**src/include/uvlo_defs.vh**
```
// Purpose: Constants for the low-line lockout qualifier and quadrant control
// Assumes: 200 MHz mclk; ramp and clock events arrive as asynchronous levels
// Notes:   Functional notes follow
// Functional notes
// - A master clock period whose clock pulse arrives before the ramp reached 90% is a low-line cycle, else good.
// - Soft-start stays low until the input supply has been qualified.
// - A three-bit count of seven good cycles raises power-good, starts soft-start and forces both drives off then.
// - After soft-start begins, seven low-line counts are needed before undervoltage is declared.
// - PWM start-up is inhibited while the ramp fails to complete within the clock period.
// - Each ramp cycle is timed from the master clock; ramp and oscillator stay separate.
// - The source/sink variant always runs two-quadrant, driving both switches synchronously.
// - The source-only variant never sinks; non-synchronous when discontinuous, synchronous when continuous.
// - The pre-bias variant runs single-quadrant in start-up and goes two-quadrant only after regulation.
// - A falling edge on the sync input replaces the internal oscillator as master clock; low means free run.
`ifndef UVLO_DEFS_VH
`define UVLO_DEFS_VH
// ---------------------------------------------------------------
// Counter and variant codes
// ---------------------------------------------------------------
`define QUAL_W        3
`define QUAL_MAX      3'h7
`define QUAL_ZERO     3'h0
`define VAR_SOURCE    2'h0
`define VAR_SRC_SINK  2'h1
`define VAR_PREBIAS   2'h2
// ---------------------------------------------------------------
// Sync timing
// ---------------------------------------------------------------
`define SYNC_IDLE_NS  2000
`define CLK_PERIOD_NS 5
`define SYNC_IDLE_CYC ((`SYNC_IDLE_NS) / (`CLK_PERIOD_NS))
`endif

```
**src/rtl/edge_sync.v**
```verilog
// Purpose: Three-stage synchroniser with agreement-based edge detection
// Assumes: Input is asynchronous to mclk
// Notes:   First stage feeds only the second stage
`timescale 1ns/10ps
module edge_sync (
  input  wire mclk,
  input  wire nrst,
  input  wire din,
  output reg  level,
  output reg  rise,
  output reg  fall
);
  reg s1;
  reg s2;
  reg s3;

  // ---------------------------------------------------------------
  // Synchroniser chain and qualified level
  // ---------------------------------------------------------------
  // Level changes once stages two and three agree
  always @(posedge mclk or negedge nrst) begin
    if (!nrst) begin
      s1    <= 1'b0;
      s2    <= 1'b0;
      s3    <= 1'b0;
      level <= 1'b0;
      rise  <= 1'b0;
      fall  <= 1'b0;
    end else begin
      s1    <= din;
      s2    <= s1;
      s3    <= s2;
      rise  <= 1'b0;
      fall  <= 1'b0;
      if (s2 == s3 && s3 != level) begin
        level <= s3;
        rise  <= s3;
        fall  <= ~s3;
      end
    end
  end
endmodule

```
**src/rtl/uvlo_qualifier.v**
```verilog
// Purpose: Low-line lockout qualifier, soft-start gating and quadrant select
// Assumes: Ramp-90% and oscillator pulse come from analog comparators
// Notes:   Variant picked by a strap input sampled after reset release
`timescale 1ns/10ps
`include "uvlo_defs.vh"
module uvlo_qualifier #(
  parameter SYNC_IDLE = `SYNC_IDLE_CYC
) (
  input  wire       mclk,
  input  wire       nrst,
  input  wire       osc_pulse,
  input  wire       sync_in,
  input  wire       ramp_at_90,
  input  wire       shutdown,
  input  wire       in_regulation,
  input  wire       inductor_cont,
  input  wire [1:0] variant_strap,
  output reg        master_clk_evt,
  output reg        ramp_start,
  output reg        power_good,
  output reg        soft_start_en,
  output reg        pwm_inhibit,
  output reg        drives_off,
  output reg        uv_declared,
  output reg        sync_mode,
  output reg        allow_sink,
  output reg        sync_rect_en,
  output reg  [2:0] qual_count
);
  localparam ST_LOCK = 3'b001;
  localparam ST_SS   = 3'b010;
  localparam ST_RUN  = 3'b100;

  wire       osc_rise;
  wire       sync_fall;
  wire       sync_lvl;
  wire       ramp_rise;
  reg  [2:0] state;
  reg  [2:0] next_state;
  reg  [2:0] next_count;
  reg        ramp_done;
  reg  [1:0] variant;
  reg        strap_taken;
  reg  [12:0] idle_cnt;
  reg        tick;
  reg        good;

  // Saturating step of the qualification count
  function [2:0] sat_step;
    input [2:0] v;
    input       up;
    begin
      if (up)
        sat_step = (v == `QUAL_MAX) ? v : v + 3'h1;
      else
        sat_step = (v == `QUAL_ZERO) ? v : v - 3'h1;
    end
  endfunction

  // ---------------------------------------------------------------
  // Input synchronisers
  // ---------------------------------------------------------------
  edge_sync u_osc (
    .mclk  (mclk),
    .nrst  (nrst),
    .din   (osc_pulse),
    .level (),
    .rise  (osc_rise),
    .fall  ()
  );

  edge_sync u_sync (
    .mclk  (mclk),
    .nrst  (nrst),
    .din   (sync_in),
    .level (sync_lvl),
    .rise  (),
    .fall  (sync_fall)
  );

  edge_sync u_ramp (
    .mclk  (mclk),
    .nrst  (nrst),
    .din   (ramp_at_90),
    .level (),
    .rise  (ramp_rise),
    .fall  ()
  );

  // ---------------------------------------------------------------
  // Master clock selection
  // ---------------------------------------------------------------
  // Sync mode holds while edges keep coming; idle low falls back
  always @(posedge mclk or negedge nrst) begin
    if (!nrst) begin
      sync_mode <= 1'b0;
      idle_cnt  <= 13'h0;
    end else if (sync_fall) begin
      sync_mode <= 1'b1;
      idle_cnt  <= 13'h0;
    end else if (sync_lvl) begin
      idle_cnt  <= 13'h0;
    end else if (idle_cnt >= SYNC_IDLE[12:0]) begin
      sync_mode <= 1'b0;
    end else begin
      idle_cnt  <= idle_cnt + 13'h1;
    end
  end

  // Tick from sync falling edge or oscillator
  always @* begin
    tick = sync_mode ? sync_fall : osc_rise;
  end

  // ---------------------------------------------------------------
  // Ramp timing per master period
  // ---------------------------------------------------------------
  // Ramp restarts each tick; remembers the 90% crossing itself, since the
  // comparator level of the old ramp can outlast the tick and fake a good period
  always @(posedge mclk or negedge nrst) begin
    if (!nrst) begin
      ramp_done      <= 1'b0;
      ramp_start     <= 1'b0;
      master_clk_evt <= 1'b0;
    end else begin
      master_clk_evt <= tick;
      ramp_start     <= tick;
      if (tick)
        ramp_done <= 1'b0;
      else if (ramp_rise)
        ramp_done <= 1'b1;
    end
  end

  // Cycle good when ramp reached 90% before the tick
  always @* begin
    good = ramp_done | ramp_rise;
  end

  // ---------------------------------------------------------------
  // Qualification state machine
  // ---------------------------------------------------------------
  always @* begin
    next_state = state;
    next_count = qual_count;
    case (state)
      ST_LOCK: begin
        if (tick) begin
          next_count = sat_step(qual_count, good);
          if (good && qual_count == 3'h6) begin
            next_state = ST_SS;
            next_count = `QUAL_ZERO;
          end
        end
      end
      ST_SS, ST_RUN: begin
        if (tick) begin
          next_count = sat_step(qual_count, ~good);
          if (!good && qual_count == 3'h6) begin
            next_state = ST_LOCK;
            next_count = `QUAL_ZERO;
          end
        end
        if (state == ST_SS && in_regulation && next_state == ST_SS)
          next_state = ST_RUN;
      end
      default: begin
        next_state = ST_LOCK;
        next_count = `QUAL_ZERO;
      end
    endcase
    if (shutdown) begin
      next_state = ST_LOCK;
      next_count = `QUAL_ZERO;
    end
  end

  // State, count and strap capture
  always @(posedge mclk or negedge nrst) begin
    if (!nrst) begin
      state       <= ST_LOCK;
      qual_count  <= `QUAL_ZERO;
      variant     <= `VAR_SOURCE;
      strap_taken <= 1'b0;
    end else begin
      state      <= next_state;
      qual_count <= next_count;
      if (!strap_taken) begin
        variant     <= variant_strap;
        strap_taken <= 1'b1;
      end
    end
  end

  // ---------------------------------------------------------------
  // Status and drive control outputs
  // ---------------------------------------------------------------
  always @(posedge mclk or negedge nrst) begin
    if (!nrst) begin
      power_good    <= 1'b0;
      soft_start_en <= 1'b0;
      pwm_inhibit   <= 1'b1;
      drives_off    <= 1'b1;
      uv_declared   <= 1'b0;
      allow_sink    <= 1'b0;
      sync_rect_en  <= 1'b0;
    end else begin
      power_good    <= next_state != ST_LOCK;
      soft_start_en <= next_state != ST_LOCK;
      // Inhibit while unqualified or this period's ramp failed
      pwm_inhibit   <= (next_state == ST_LOCK) | (tick & ~good);
      drives_off    <= (next_state == ST_LOCK) | (state == ST_LOCK);
      uv_declared   <= (state != ST_LOCK) & (next_state == ST_LOCK) & ~shutdown;
      case (variant)
        `VAR_SRC_SINK: begin
          allow_sink   <= 1'b1;
          sync_rect_en <= 1'b1;
        end
        `VAR_PREBIAS: begin
          allow_sink   <= next_state == ST_RUN;
          sync_rect_en <= next_state == ST_RUN;
        end
        default: begin
          allow_sink   <= 1'b0;
          sync_rect_en <= inductor_cont;
        end
      endcase
    end
  end
endmodule

```
**config.mk**
```make
export PLATFORM = sky130hd
export DESIGN_NAME = uvlo_qualifier
export DESIGN_NICKNAME = d
export VERILOG_FILES = /design/src/rtl/edge_sync.v /design/src/rtl/uvlo_qualifier.v
export VERILOG_INCLUDE_DIRS = /design/src /design/src/include
export SDC_FILE = /design/constraint.sdc
export NUM_CORES = 1
export LEC_CHECK = 0
export CORE_UTILIZATION = 50
export CTS_CLUSTER_SIZE = 30
export DETAILED_ROUTE_END_ITERATION = 8
export DONT_BUFFER_PORTS = 1
export HOLD_SLACK_MARGIN = 0.15
export SLEW_MARGIN = 20
export SYNTH_ARGS = -nofsm -noshare
export SYNTH_HDL_FRONTEND = slang
export SYNTH_SLANG_ARGS = --single-unit
```
**constraint.sdc**
```tcl
create_clock -name mclk -period 3.4 [get_ports mclk]
set_input_delay 0 -clock mclk [delete_from_list [all_inputs] [get_ports mclk]]
set_output_delay 0 -clock mclk [all_outputs]
set_load 0.01 [all_outputs]
```
Yosys cells after proc, flatten, opt, wreduce, memory -nomap -nowiden
Index checks and enable logic that the tools add are counted.
{ "op_classes": {"eq_ne": 22, "n_reduce_logical": 14, "magnitude_cmp": 1, "muxes": 32, "bitwise_logic": 9, "addsub": 3} }
{ "op_table": {"columns": ["cell", "n"], "rows": [
  ["2-to-1 mux 3 bit", 16],
  ["2-to-1 mux 13 bit", 3],
  ["adder 13 x 1 -> 13 bit (second input constant)", 1],
  ["greater-or-equal comparator 13 x 9 -> 1 bit (second input constant)", 1],
  ["== test 3 bit (second input constant)", 4],
  ["case mux 3 bit (2 select lines)", 2],
  ["2-to-1 mux 1 bit", 9],
  ["inequality test 3 x 1 -> 1 bit (second input constant)", 3],
  ["logical AND 1 bit", 7],
  ["== test 3 x 1 -> 1 bit (second input constant)", 2],
  ["== test 3 x 2 -> 1 bit (second input constant)", 2],
  ["inequality test 3 bit (second input constant)", 2],
  ["case mux 1 bit (2 select lines)", 2],
  ["AND reduction 2 bit", 2],
  ["nonzero test 2 bit", 2],
  ["adder 3 x 1 -> 3 bit (second input constant)", 1],
  ["bitwise AND 1 bit", 3],
  ["== test 1 bit", 3],
  ["logical NOT 3 bit", 1],
  ["inequality test 1 bit", 3],
  ["inverter 1 bit", 3],
  ["bitwise OR 1 bit", 3],
  ["subtractor 3 x 1 -> 3 bit (second input constant)", 1],
  ["== test 2 x 1 -> 1 bit (second input constant)", 1],
  ["other kinds (4)", 4]
]} }
{ "totals": {"elab_cells": 110, "regBits": 46, "in_bits": 10} }

Depth between registers and ports, before layout
Gate-level depths: netlist (run 1).
{ "depth": {"depth_word": 14, "ltp_mapped": 7} }

By module
From an unflattened synthesis (run 1), not the netlist that was laid out.
{ "unflattened": {"cells_unflattened": 200, "area_unflattened_um2": 2292.2} }
{ "modules_own_cells": {"columns": ["mod", "cells_each", "area_each_um2", "instances", "seq_area_each_um2"], "rows": [
  ["uvlo_qualifier", 173, 1755.4, 1, 779.5],
  ["edge_sync", 9, 178.9, 3, 150.1]
]} }

Worst setup path before layout (run 1)
OpenSTA, ideal clock, no wires.
{ "synth_path": {"kind": "register -> register", "start": "reg qual_count[0]", "end": "reg qual_count[2]", "n_path_buf": 0, "path_stages_with_launch": 7, "arrival_time_ps": 1531, "t_required_ps": 3282, "slack_ps": 1751, "period_less_slack_ps": 1649, "cell_sequence": "dfrtp_1 inv_1 ha_1 mux2_2 a221oi_1 o21a_1 nor3_1"} }
{ "synth_via": {"elab_chain_cells": 7} }
{ "synth_lines": {"columns": ["item", "line", "rtl"], "rows": [
  ["from (decl)", "uvlo_qualifier.v:28", "output reg [2:0] qual_count"],
  ["from (signal assigned)", "uvlo_qualifier.v:182", "qual_count <= `QUAL_ZERO;"],
  ["from (signal assigned)", "uvlo_qualifier.v:187", "qual_count <= next_count;"],
  ["adder 3 x 1 -> 3 bit (tied with other cells)", "uvlo_qualifier.v:54", "sat_step = (v == `QUAL_MAX) ? v : v + 3'h1;"],
  ["2-to-1 mux 3 bit, on equally long branches", "uvlo_qualifier.v:54, uvlo_qualifier.v:56", null],
  ["2-to-1 mux 3 bit", "uvlo_qualifier.v:53", "if (up)"],
  ["2-to-1 mux 3 bit, on equally long branches", "uvlo_qualifier.v:159, uvlo_qualifier.v:150", null],
  ["2-to-1 mux 3 bit, on equally long branches", "uvlo_qualifier.v:157, uvlo_qualifier.v:148", null],
  ["case mux 3 bit (2 select lines) (*)", "uvlo_qualifier.v:146", "case (state)"],
  ["2-to-1 mux 3 bit (*)", "uvlo_qualifier.v:172", "if (shutdown) begin"]
]} }
Every way passes the cells marked *; elsewhere a longest branch is shown, timed or not. The select of a mux whose other input is x is not followed.
A chain may end at the register's enable or synchronous reset.

Worst setup path in the final report (run 1)
{ "layout_path": {"start": "reg sync_mode", "end": "reg uv_declared"} }
{ "layout_via": {"elab_chain_cells": 11} }
{ "layout_lines": {"columns": ["item", "line", "rtl"], "rows": [
  ["from (decl)", "uvlo_qualifier.v:25", "output reg sync_mode,"],
  ["from (signal assigned)", "uvlo_qualifier.v:96", "sync_mode <= 1'b0;"],
  ["from (signal assigned)", "uvlo_qualifier.v:99", "sync_mode <= 1'b1;"],
  ["from (signal assigned)", "uvlo_qualifier.v:104", "sync_mode <= 1'b0;"],
  ["2-to-1 mux 1 bit (*)", "uvlo_qualifier.v:112", "tick = sync_mode ? sync_fall : osc_rise;"],
  ["named net tick", "uvlo_qualifier.v:45", "reg tick;"],
  ["2-to-1 mux 3 bit", "uvlo_qualifier.v:157", "if (tick) begin"],
  ["2-to-1 mux 3 bit", "uvlo_qualifier.v:146", null],
  ["== test 3 x 2 -> 1 bit", "uvlo_qualifier.v:164", "if (state == ST_SS && in_regulation && next_state == ST_SS)"],
  ["logical AND 1 bit", "uvlo_qualifier.v:164", null],
  ["2-to-1 mux 3 bit", "uvlo_qualifier.v:164", null],
  ["case mux 3 bit (2 select lines) (*)", "uvlo_qualifier.v:146", null],
  ["2-to-1 mux 3 bit (*)", "uvlo_qualifier.v:172", null],
  ["== test 3 x 1 -> 1 bit (*)", "uvlo_qualifier.v:213", "uv_declared <= (state != ST_LOCK) & (next_state == ST_LOCK) & ~shutdown;"],
  ["bitwise AND 1 bit (*) (2 in a row)", "uvlo_qualifier.v:213", null],
  ["to (signal assigned)", "uvlo_qualifier.v:213", null],
  ["to (decl)", "uvlo_qualifier.v:24", "output reg uv_declared,"]
]} }
Mark *: on every way through the listed nets, which the timed path passes. The rest lies on a longest branch. The select of a mux whose other input is x is not followed.

==> results.txt, run 1 <==
- Layout filler cell count: about 340
- Final critical-path share of the clock period: between 50% and 60%
- The synthesized design contains 0 enable-type register cells.
- CP Launch Point: sync_mode
- Metal2 WL: 1.663 mm
- Normalized max-slew margin: roughly 69%
- For this run, design rule violations remaining after detail routing come to 0.
- The core region is around 4000 µm².
- For this run, the post-layout net count is roughly 210.
- The longest clock path from root to sink contains 2 buffers.
- Dividing the detail-routed wire length by the instance count gives approximately 14 µm.
- The endpoint identified for the worst register-to-register timing path is uv_declared.
* Maximum level of the CTS H-tree: 2
* I/O pins: 23
* Proportion of netlist area held by the largest area contributor: a little over half
- The via count of the first global-routing pass was approximately 1,200.
* Skew final: between 7 and 8 ps
* Starting Density: ~52%
- Start of the worst register-to-register path: sync_mode
* Minimum hold slack: between 200 and 250 ps
- Cell internal pwr: between 800 and 900 µW
- Number of diodes: 0
- The Yosys step of the flow raised 0 warnings.
* Setup-violating endpoint count in the final report: 0
- Worst-case reg-to-reg path depth: 6
* Vias per inst: around 5.4
- Final worst setup slack: approximately 1600 ps
* Pins over their slew limit: 0
- Fmax: ~550 MHz
- Final total negative setup slack: 0 ps
- The number of gates resized after CTS was 0.
- Detailed Route WL: between 3 and 4 mm
- The final count of hold timing violations came to 0.
- Instance area at placement: between 2000 and 2500 µm²
- Summed over all nets, the switching power comes to approximately 270 µW.
- Global routing used around 18% of the available tracks.
- Arrival time at the worst endpoint: ~2000 ps
* HP Class: in -> async
- Net Sw Frac: about a quarter
- In this run the clock root is driven by a sky130_fd_sc_hd__clkbuf_8.
* Synthesized flop and latch total: between 40 and 50
- In this run the post-CTS setup repair buffer count came out at 0.
* Critical-path maximum fanout: 7
* Dpl ws: between 1500 and 2000 ps
- Averaged over all synthesized cells, the footprint is roughly 11 µm².
- # port buffers: 0
- In this run, distinct cell masters in the synthesized netlist total 47.
* Initial antenna violation count: 0
* CTS tree: done
* 1st-pass router iterations: 4
- The most used flip-flop cell after synthesis is sky130_fd_sc_hd__dfrtp_1.
- DP HPWL: between 2 and 2.5 mm
- M1 WL: between 1.5 and 2 mm
- The floorplan step defined a die boundary enclosing ~4400 µm².
- In this run, the number of DRC markers left after iteration 0 of detailed routing was around 110.
* Required @ worst endpoint: approximately 3600 ps
- The worst path needs between 1500 and 2000 ps of the cycle, external delays included.
- Post-CTS clock slew at the launch and capture registers of the worst setup and hold paths: 80 ps
- Synthesized area: 2068 µm²
- The run finished with clean final reports.
- Largest voltage drop on the vdd net: between 0.3 and 0.4 mV
* Total clock buffers created by CTS: 5
* Maximum Capacitance Violations: 0
* GRT overflow: 0
- Fraction of layout cells with a size suffix above 1: approximately 11%
- Power per cell area: 472.2 nW/µm²
* Combinational power share: 11.9%
- Proportion of power drawn by the clock network: 32.7%
* Area Growth Syn to Fin: 12.22%
- Counting flops with an async set or reset pin after synthesis yields a share of 100.0%.
- Global-route wire length before repair: about 5.7 mm
* Top Metal Used: met4
* DRT antenna net count: 0
* Maximum number of pins on one net before global-route repair: between 40 and 50
- The critical path in this run is classified as reg -> reg.
- The floorplan step set the die height to about 66 µm.
- Number of cells produced by synthesis: between 150 and 200
- Of the synthesized area, sequential elements account for a little under three fifths.
- Summing internal, switching and leakage power gives approximately 1.1 mW.
- Clock network latency to the later pin of the worst-skew pair: roughly 290 ps
- The number of nets in the synthesized netlist is a little under 200.
- Element type at the critical path end: flop
* Number of cell rows: 23
* Cell type contributing the most total cell area after synthesis: sky130_fd_sc_hd__dfrtp_1
- Metal3 WL: roughly 100 µm
- Counting every sink on the clock net gives 46.
* Post-route cell area: approximately 2300 µm²
- Pin slew with the least headroom to its limit: 459.0 ps
- In this run the static leakage power is roughly 1.0 nW.
* Top post-synthesis cells by area: sky130_fd_sc_hd__dfrtp_1 (52%), sky130_fd_sc_hd__ha_1 (4.8%), sky130_fd_sc_hd__nor2_1 (4.2%)
- Setup repair after global routing left no endpoint under its margin.
* Vias: 1,310
- Most common cell after layout, fill and taps aside: sky130_fd_sc_hd__dfrtp_1
- The die is roughly 66 µm wide.
* Relative contribution of sequential cells to total power: a little under three fifths
- Commonest cells after routing, fill and taps aside: sky130_fd_sc_hd__dfrtp_1 (43), sky130_fd_sc_hd__nor2_1 (23), sky130_fd_sc_hd__inv_1 (11), sky130_fd_sc_hd__dlygate4sd3_1 (9), sky130_fd_sc_hd__ha_1 (8)
- Weighted congestion at the end of routability-driven global placement: roughly 0.88
* Type of origin of the critical path: flop
- R2R Setup Slk: about 1600 ps
[how the worst max path moves through the flow]
stage / endpoint / slack, ps / cells past startpoint
finish: uv_declared / 1570 / 6
global route: uv_declared / 1290 / 6
CTS: uv_declared / 1530 / 6
detailed placement: uv_declared / 1560 / 6
global placement: qual_count[0] / 1650 / 7
floorplan: qual_count[2] / 1750 / 6
[cells in the mapped netlist (all sizes together) (3+ instances only)]
library cell  instances
a21oi                 5
dfstp                 3
mux2                  3
nand2                 7
nand4                 4
dfrtp                43
ha                    8
or2                   4
mux2i                 6
and2                  6
inv                  11
nand2b                4
a31oi                 3
nor2                 23
maj3                  3
buf                   5
nor3                  3
xor2                  6
o21ai                 4
[through the flow]
step | util (%) | instances
detailed placement | 52.84 | 224
global placement | 52.84 | 224
CTS | 58.44 | 242
floorplan | - | 180
finish | 58.44 | 242
global route | 58.44 | 242
[power by group through the flow]
stage,Clock (mW),Combinational [mW],Sequential (mW)
after floorplan,0,0.0955,0.608
after global placement,0,0.104,0.617
after detailed placement,0,0.108,0.618
after CTS,0.374,0.132,0.607
after global routing,0.396,0.147,0.612
final,0.358,0.131,0.607
[sequential cells by signal, summed over array words and instances, names as in the netlist, 2 cells and up]
register / count
idle_cnt: 13
qual_count: 3
state: 3
variant: 2
[cells by family (layout without fill, tap and decap cells)]
group	count (synthesis)	count (layout)	synth area share (%)
AND/OR/NAND/NOR	64	64	16.21
AO/OA/AOI/OAI	24	24	9.982
multiplexers	9	9	4.537
buffers and inverters	17	29	3.569
adder cells (fa/ha/maj)	11	11	6.292
XOR/XNOR	8	8	3.388
other	1	1	0.1813
flip-flops	46	46	55.84
[worst max-delay path, stage by stage (launching register included)]
cell and delay (ps):
sky130_fd_sc_hd__dfrtp_1 440, sky130_fd_sc_hd__mux2i_1 460, sky130_fd_sc_hd__inv_1 160, sky130_fd_sc_hd__a41oi_2 340
sky130_fd_sc_hd__a21oi_1 110, sky130_fd_sc_hd__nor2_1 110, sky130_fd_sc_hd__a211oi_1 70
[layer usage]
metal / track usage (%) / vias to the layer above
li1: - / 631
met1: 23.29 / 649
met2: 26.53 / 21
met3: 5.000 / 9
met4: 8.511 / 0
met5: 0 / -
[what timing repair did]
action,CTS,global route
hold buffers,10,0
setup endpoints to repair,0,0
hold endpoints to repair,63,0
[layout make-up]
| type | instances | area (µm²) | share of cell area (%) |
|---|---|---|---|
| Tap cell | 50 | 62.56 | 2.695 |
| Inverter | 11 | 41.29 | 1.779 |
| Timing Repair Buffer | 10 | 117.6 | 5.067 |
| Clock buffer | 7 | 96.34 | 4.151 |
| Sequential cell | 46 | 1155 | 49.76 |
| Multi-Input combinational cell | 117 | 839.6 | 36.17 |
| Clock inverter | 1 | 8.758 | 0.3774 |
Power figures use the tool's default switching activity.
==> inputs of run 2 (changes only) <==
==> constraint.sdc (replaced) <==
create_clock -name mclk -period 1.8 [get_ports mclk]
set_input_delay 0 -clock mclk [delete_from_list [all_inputs] [get_ports mclk]]
set_output_delay 0 -clock mclk [all_outputs]
set_load 0.01 [all_outputs]
==> results.txt, run 2 (synthesis gave the netlist of run 1 again) <==
- Setup-violating endpoint count in the final report: 0 (unchanged)
- The worst slack after detailed placement was 98.58 ps (-1458 ps).
- Clock network latency to the later pin of the worst-skew pair: 300 ps (about the same)
* Routed len/inst: 14.03 µm (+1.2%)
* Post-CTS clock slew at the launch and capture registers of the worst setup and hold paths: 90 ps (about the same)
* DRT antenna net count: 0 (unchanged)
- The maximum single-stage delay on the critical path was 540 ps (+80 ps).
* Arrival time at the worst endpoint: 1900 ps (-90 ps)
- Largest voltage drop on the vdd net: 0.4447 mV (+36%)
* Commonest cells after routing, fill and taps aside: sky130_fd_sc_hd__dfrtp_1 (43), sky130_fd_sc_hd__nor2_1 (23), sky130_fd_sc_hd__inv_1 (10), sky130_fd_sc_hd__dlygate4sd3_1 (9), sky130_fd_sc_hd__ha_1 (8)
- The final count of hold timing violations is 0 (unchanged).
- Weighted congestion at the end of routability-driven global placement: 0.7937 (-9.5%)
- The tightest min-delay check is of the in -> async type.
- The register-to-register path setup slack came to 90 ps (-1470 ps).
- Core region area: 3971 µm² (unchanged)
- Number of standard cells in the final layout excluding fillers: 249 (+2.9%)
* DR iter-0 viols: 74 (-31%)
- Run status: complete, no violations
- Maximum level of the CTS H-tree: 2 (unchanged)
- 1st-pass router iterations: 4 (unchanged)
- The final core area utilization was 60.24% (+1.8 points).
- Power after layout: 2.187 mW (+100%)
- Top cell family by delay on the critical path: simple AND/OR/NAND/NOR gates
- Final worst setup slack: 92.66 ps (-1474 ps)
- The effective utilization at floorplan is 52.08% (unchanged).
* Endpoint of the worst-slack reg-to-reg timing path: idle_cnt[4]
* Biggest registers after layout: idle_cnt x13, qual_count x3, state x3
- The number of antenna violations at the first check in global routing came to 0 (unchanged).
- GRT overflow: 0 (unchanged)
- The worst setup path is launched from a flop.
* Full die area: 4398 µm² (unchanged)
- The boundary pin count came to 23 (unchanged).
* Power per cell area: 914.0 nW/µm² (+94%)
- The number of maximum-capacitance constraint violations is 0 (unchanged).
* Total global-route track usage: 17.86% (+0.22 points)
- The peak fanout along the critical path is 10 (+3).
- Start of the worst register-to-register path: idle_cnt[9]
- Vias: 1,298 (-0.92%)
* Vias per inst: 5.213 (-3.7%)
- DP HPWL: 2.372 mm (+3.1%)
* Final total negative setup slack: 0 ps (unchanged)
- # port buffers: 0 (unchanged)
* Largest register by flop count: idle_cnt
* Clock net sink count: 46 (unchanged)
- From synthesis to final layout, the design area changed by 15.67%.
- Element type at the critical path end: flop
- Minimum hold slack: 208.1 ps (+4.561 ps)
- Post-route cell area: 2392 µm² (+3.1%)
- Fmax: 585.7 MHz (+7.4%)
* Leak pwr: 1.082 nW (+3.8%)
- The placed instance area is 2136 µm² (+1.8%).
- The max-slew violation count is 0 (unchanged).
- The net total in the final layout is 216 (+3.3%).
- Global-route wire length before repair: 5.823 mm (+2.6%)
- The number of flip-flops in the largest register came to 13 (unchanged).
- The root buffer cell chosen for the clock tree is sky130_fd_sc_hd__clkbuf_8.
- Clock period minus worst slack: 1707 ps (-126.0 ps)
- The number of buffers created by CTS is 5 (unchanged).
* Total instance count after detailed placement: 229 (+2.2%)
- The count of buffer and inverter cells on the critical path came to 0 (-1).
- Most common cell after layout, fill and taps aside: sky130_fd_sc_hd__dfrtp_1
- Vias in the first global route: 1,296 (+6.2%)
- Die W: 66.32 µm (unchanged)
- Post-route DRC: 0 (unchanged)
* Maximum number of pins on one net before global-route repair: 47 (unchanged)
- Number of diodes: 0 (unchanged)
- The vertical extent of the die is 66.32 µm (unchanged).
- The final clock period utilization by the worst path is 94.85% (+41 points).
- Cells along the critical path: or4_4 -> a31oi_4 -> nand4_1 -> xor2_1 -> nor2_1
- Worst-case reg-to-reg path depth: 5 (-1)
- The fraction of final layout cells sized beyond drive strength 1 was 15.08% (+3.6 points).
- TritonCTS built the clock tree.
- By startpoint and endpoint, the worst setup path is classified as reg -> reg.
- Skew final: 7.500 ps (-0.2258 ps)
* Detailed Route WL: 3.493 mm (+4.2%)
- The required arrival time at the worst endpoint came to 1990 ps (-1570 ps).
- The clock tree buffer depth was 2 (unchanged).
* Cell with the biggest individual delay on the critical path: sky130_fd_sc_hd__or4_4
- The number of rows in the core area came to 23 (unchanged).
==> run 2: cell types whose count changed in the layout (fill, tap and decap cells not counted), sizes merged <==
cell,before,now
buf,1,8
bufinv,0,1
clkbuf,7,5
inv,11,12
==> run 2: repair_timing <==
item | 4_1_cts | 5_1_grt
hold endpoints to repair | 63 | 0
setup endpoints to repair | 0 | 6
gates resized for setup | 0 | 2
hold buffers | 10 | 0
setup buffers | 0 | 2
==> run 2: worst register-to-register path: stages (launching register included) <==
cell and delay (ps):
sky130_fd_sc_hd__dfrtp_1 380, sky130_fd_sc_hd__or4_4 540, sky130_fd_sc_hd__a31oi_4 290, sky130_fd_sc_hd__nand4_1 160, sky130_fd_sc_hd__xor2_1 170, sky130_fd_sc_hd__nor2_1 50
==> run 2: power by group <==
group / leakage, nW / internal [mW] / switching [mW]
clock: 0.0585 / 0.416 / 0.359
sequential: 0.583 / 1.09 / 0.0499
combinational: 0.441 / 0.124 / 0.150
total: 1.08 / 1.63 / 0.559
==> run 2: area by class of cell <==
class / count / area [µm²]
fillers: 310 / 1579
clock buffers: 5 / 68.82
repair buffers: 17 / 170.2
inverters: 11 / 41.29
flip-flops and latches: 46 / 1155
clock inverters: 3 / 43.79
well taps: 50 / 62.56
multi-input cells: 117 / 850.8
==> run 2: worst max-delay path by stage <==
stage,start,endpoint,slack [ps],cells after the start
4_1_cts,qual_count[0],qual_count[2],80,6
3_5_place_dp,idle_cnt[9],idle_cnt[4],100,5
3_3_place_gp,idle_cnt[9],idle_cnt[3],140,5
2_1_floorplan,qual_count[0],qual_count[2],150,6
5_1_grt,idle_cnt[9],idle_cnt[4],-2,5
6_report,idle_cnt[9],idle_cnt[4],90,5
==> run 2: metal layers <==
metal	wire [µm]	global-route usage, %	share of wire [%]	up-vias
li1	-	-	-	643
met1	1670	22.90	48	627
met2	1684	29.59	48	24
met3	107	4.828	3.1	4
met4	31	4.787	0.89	0
met5	0	0	0	-
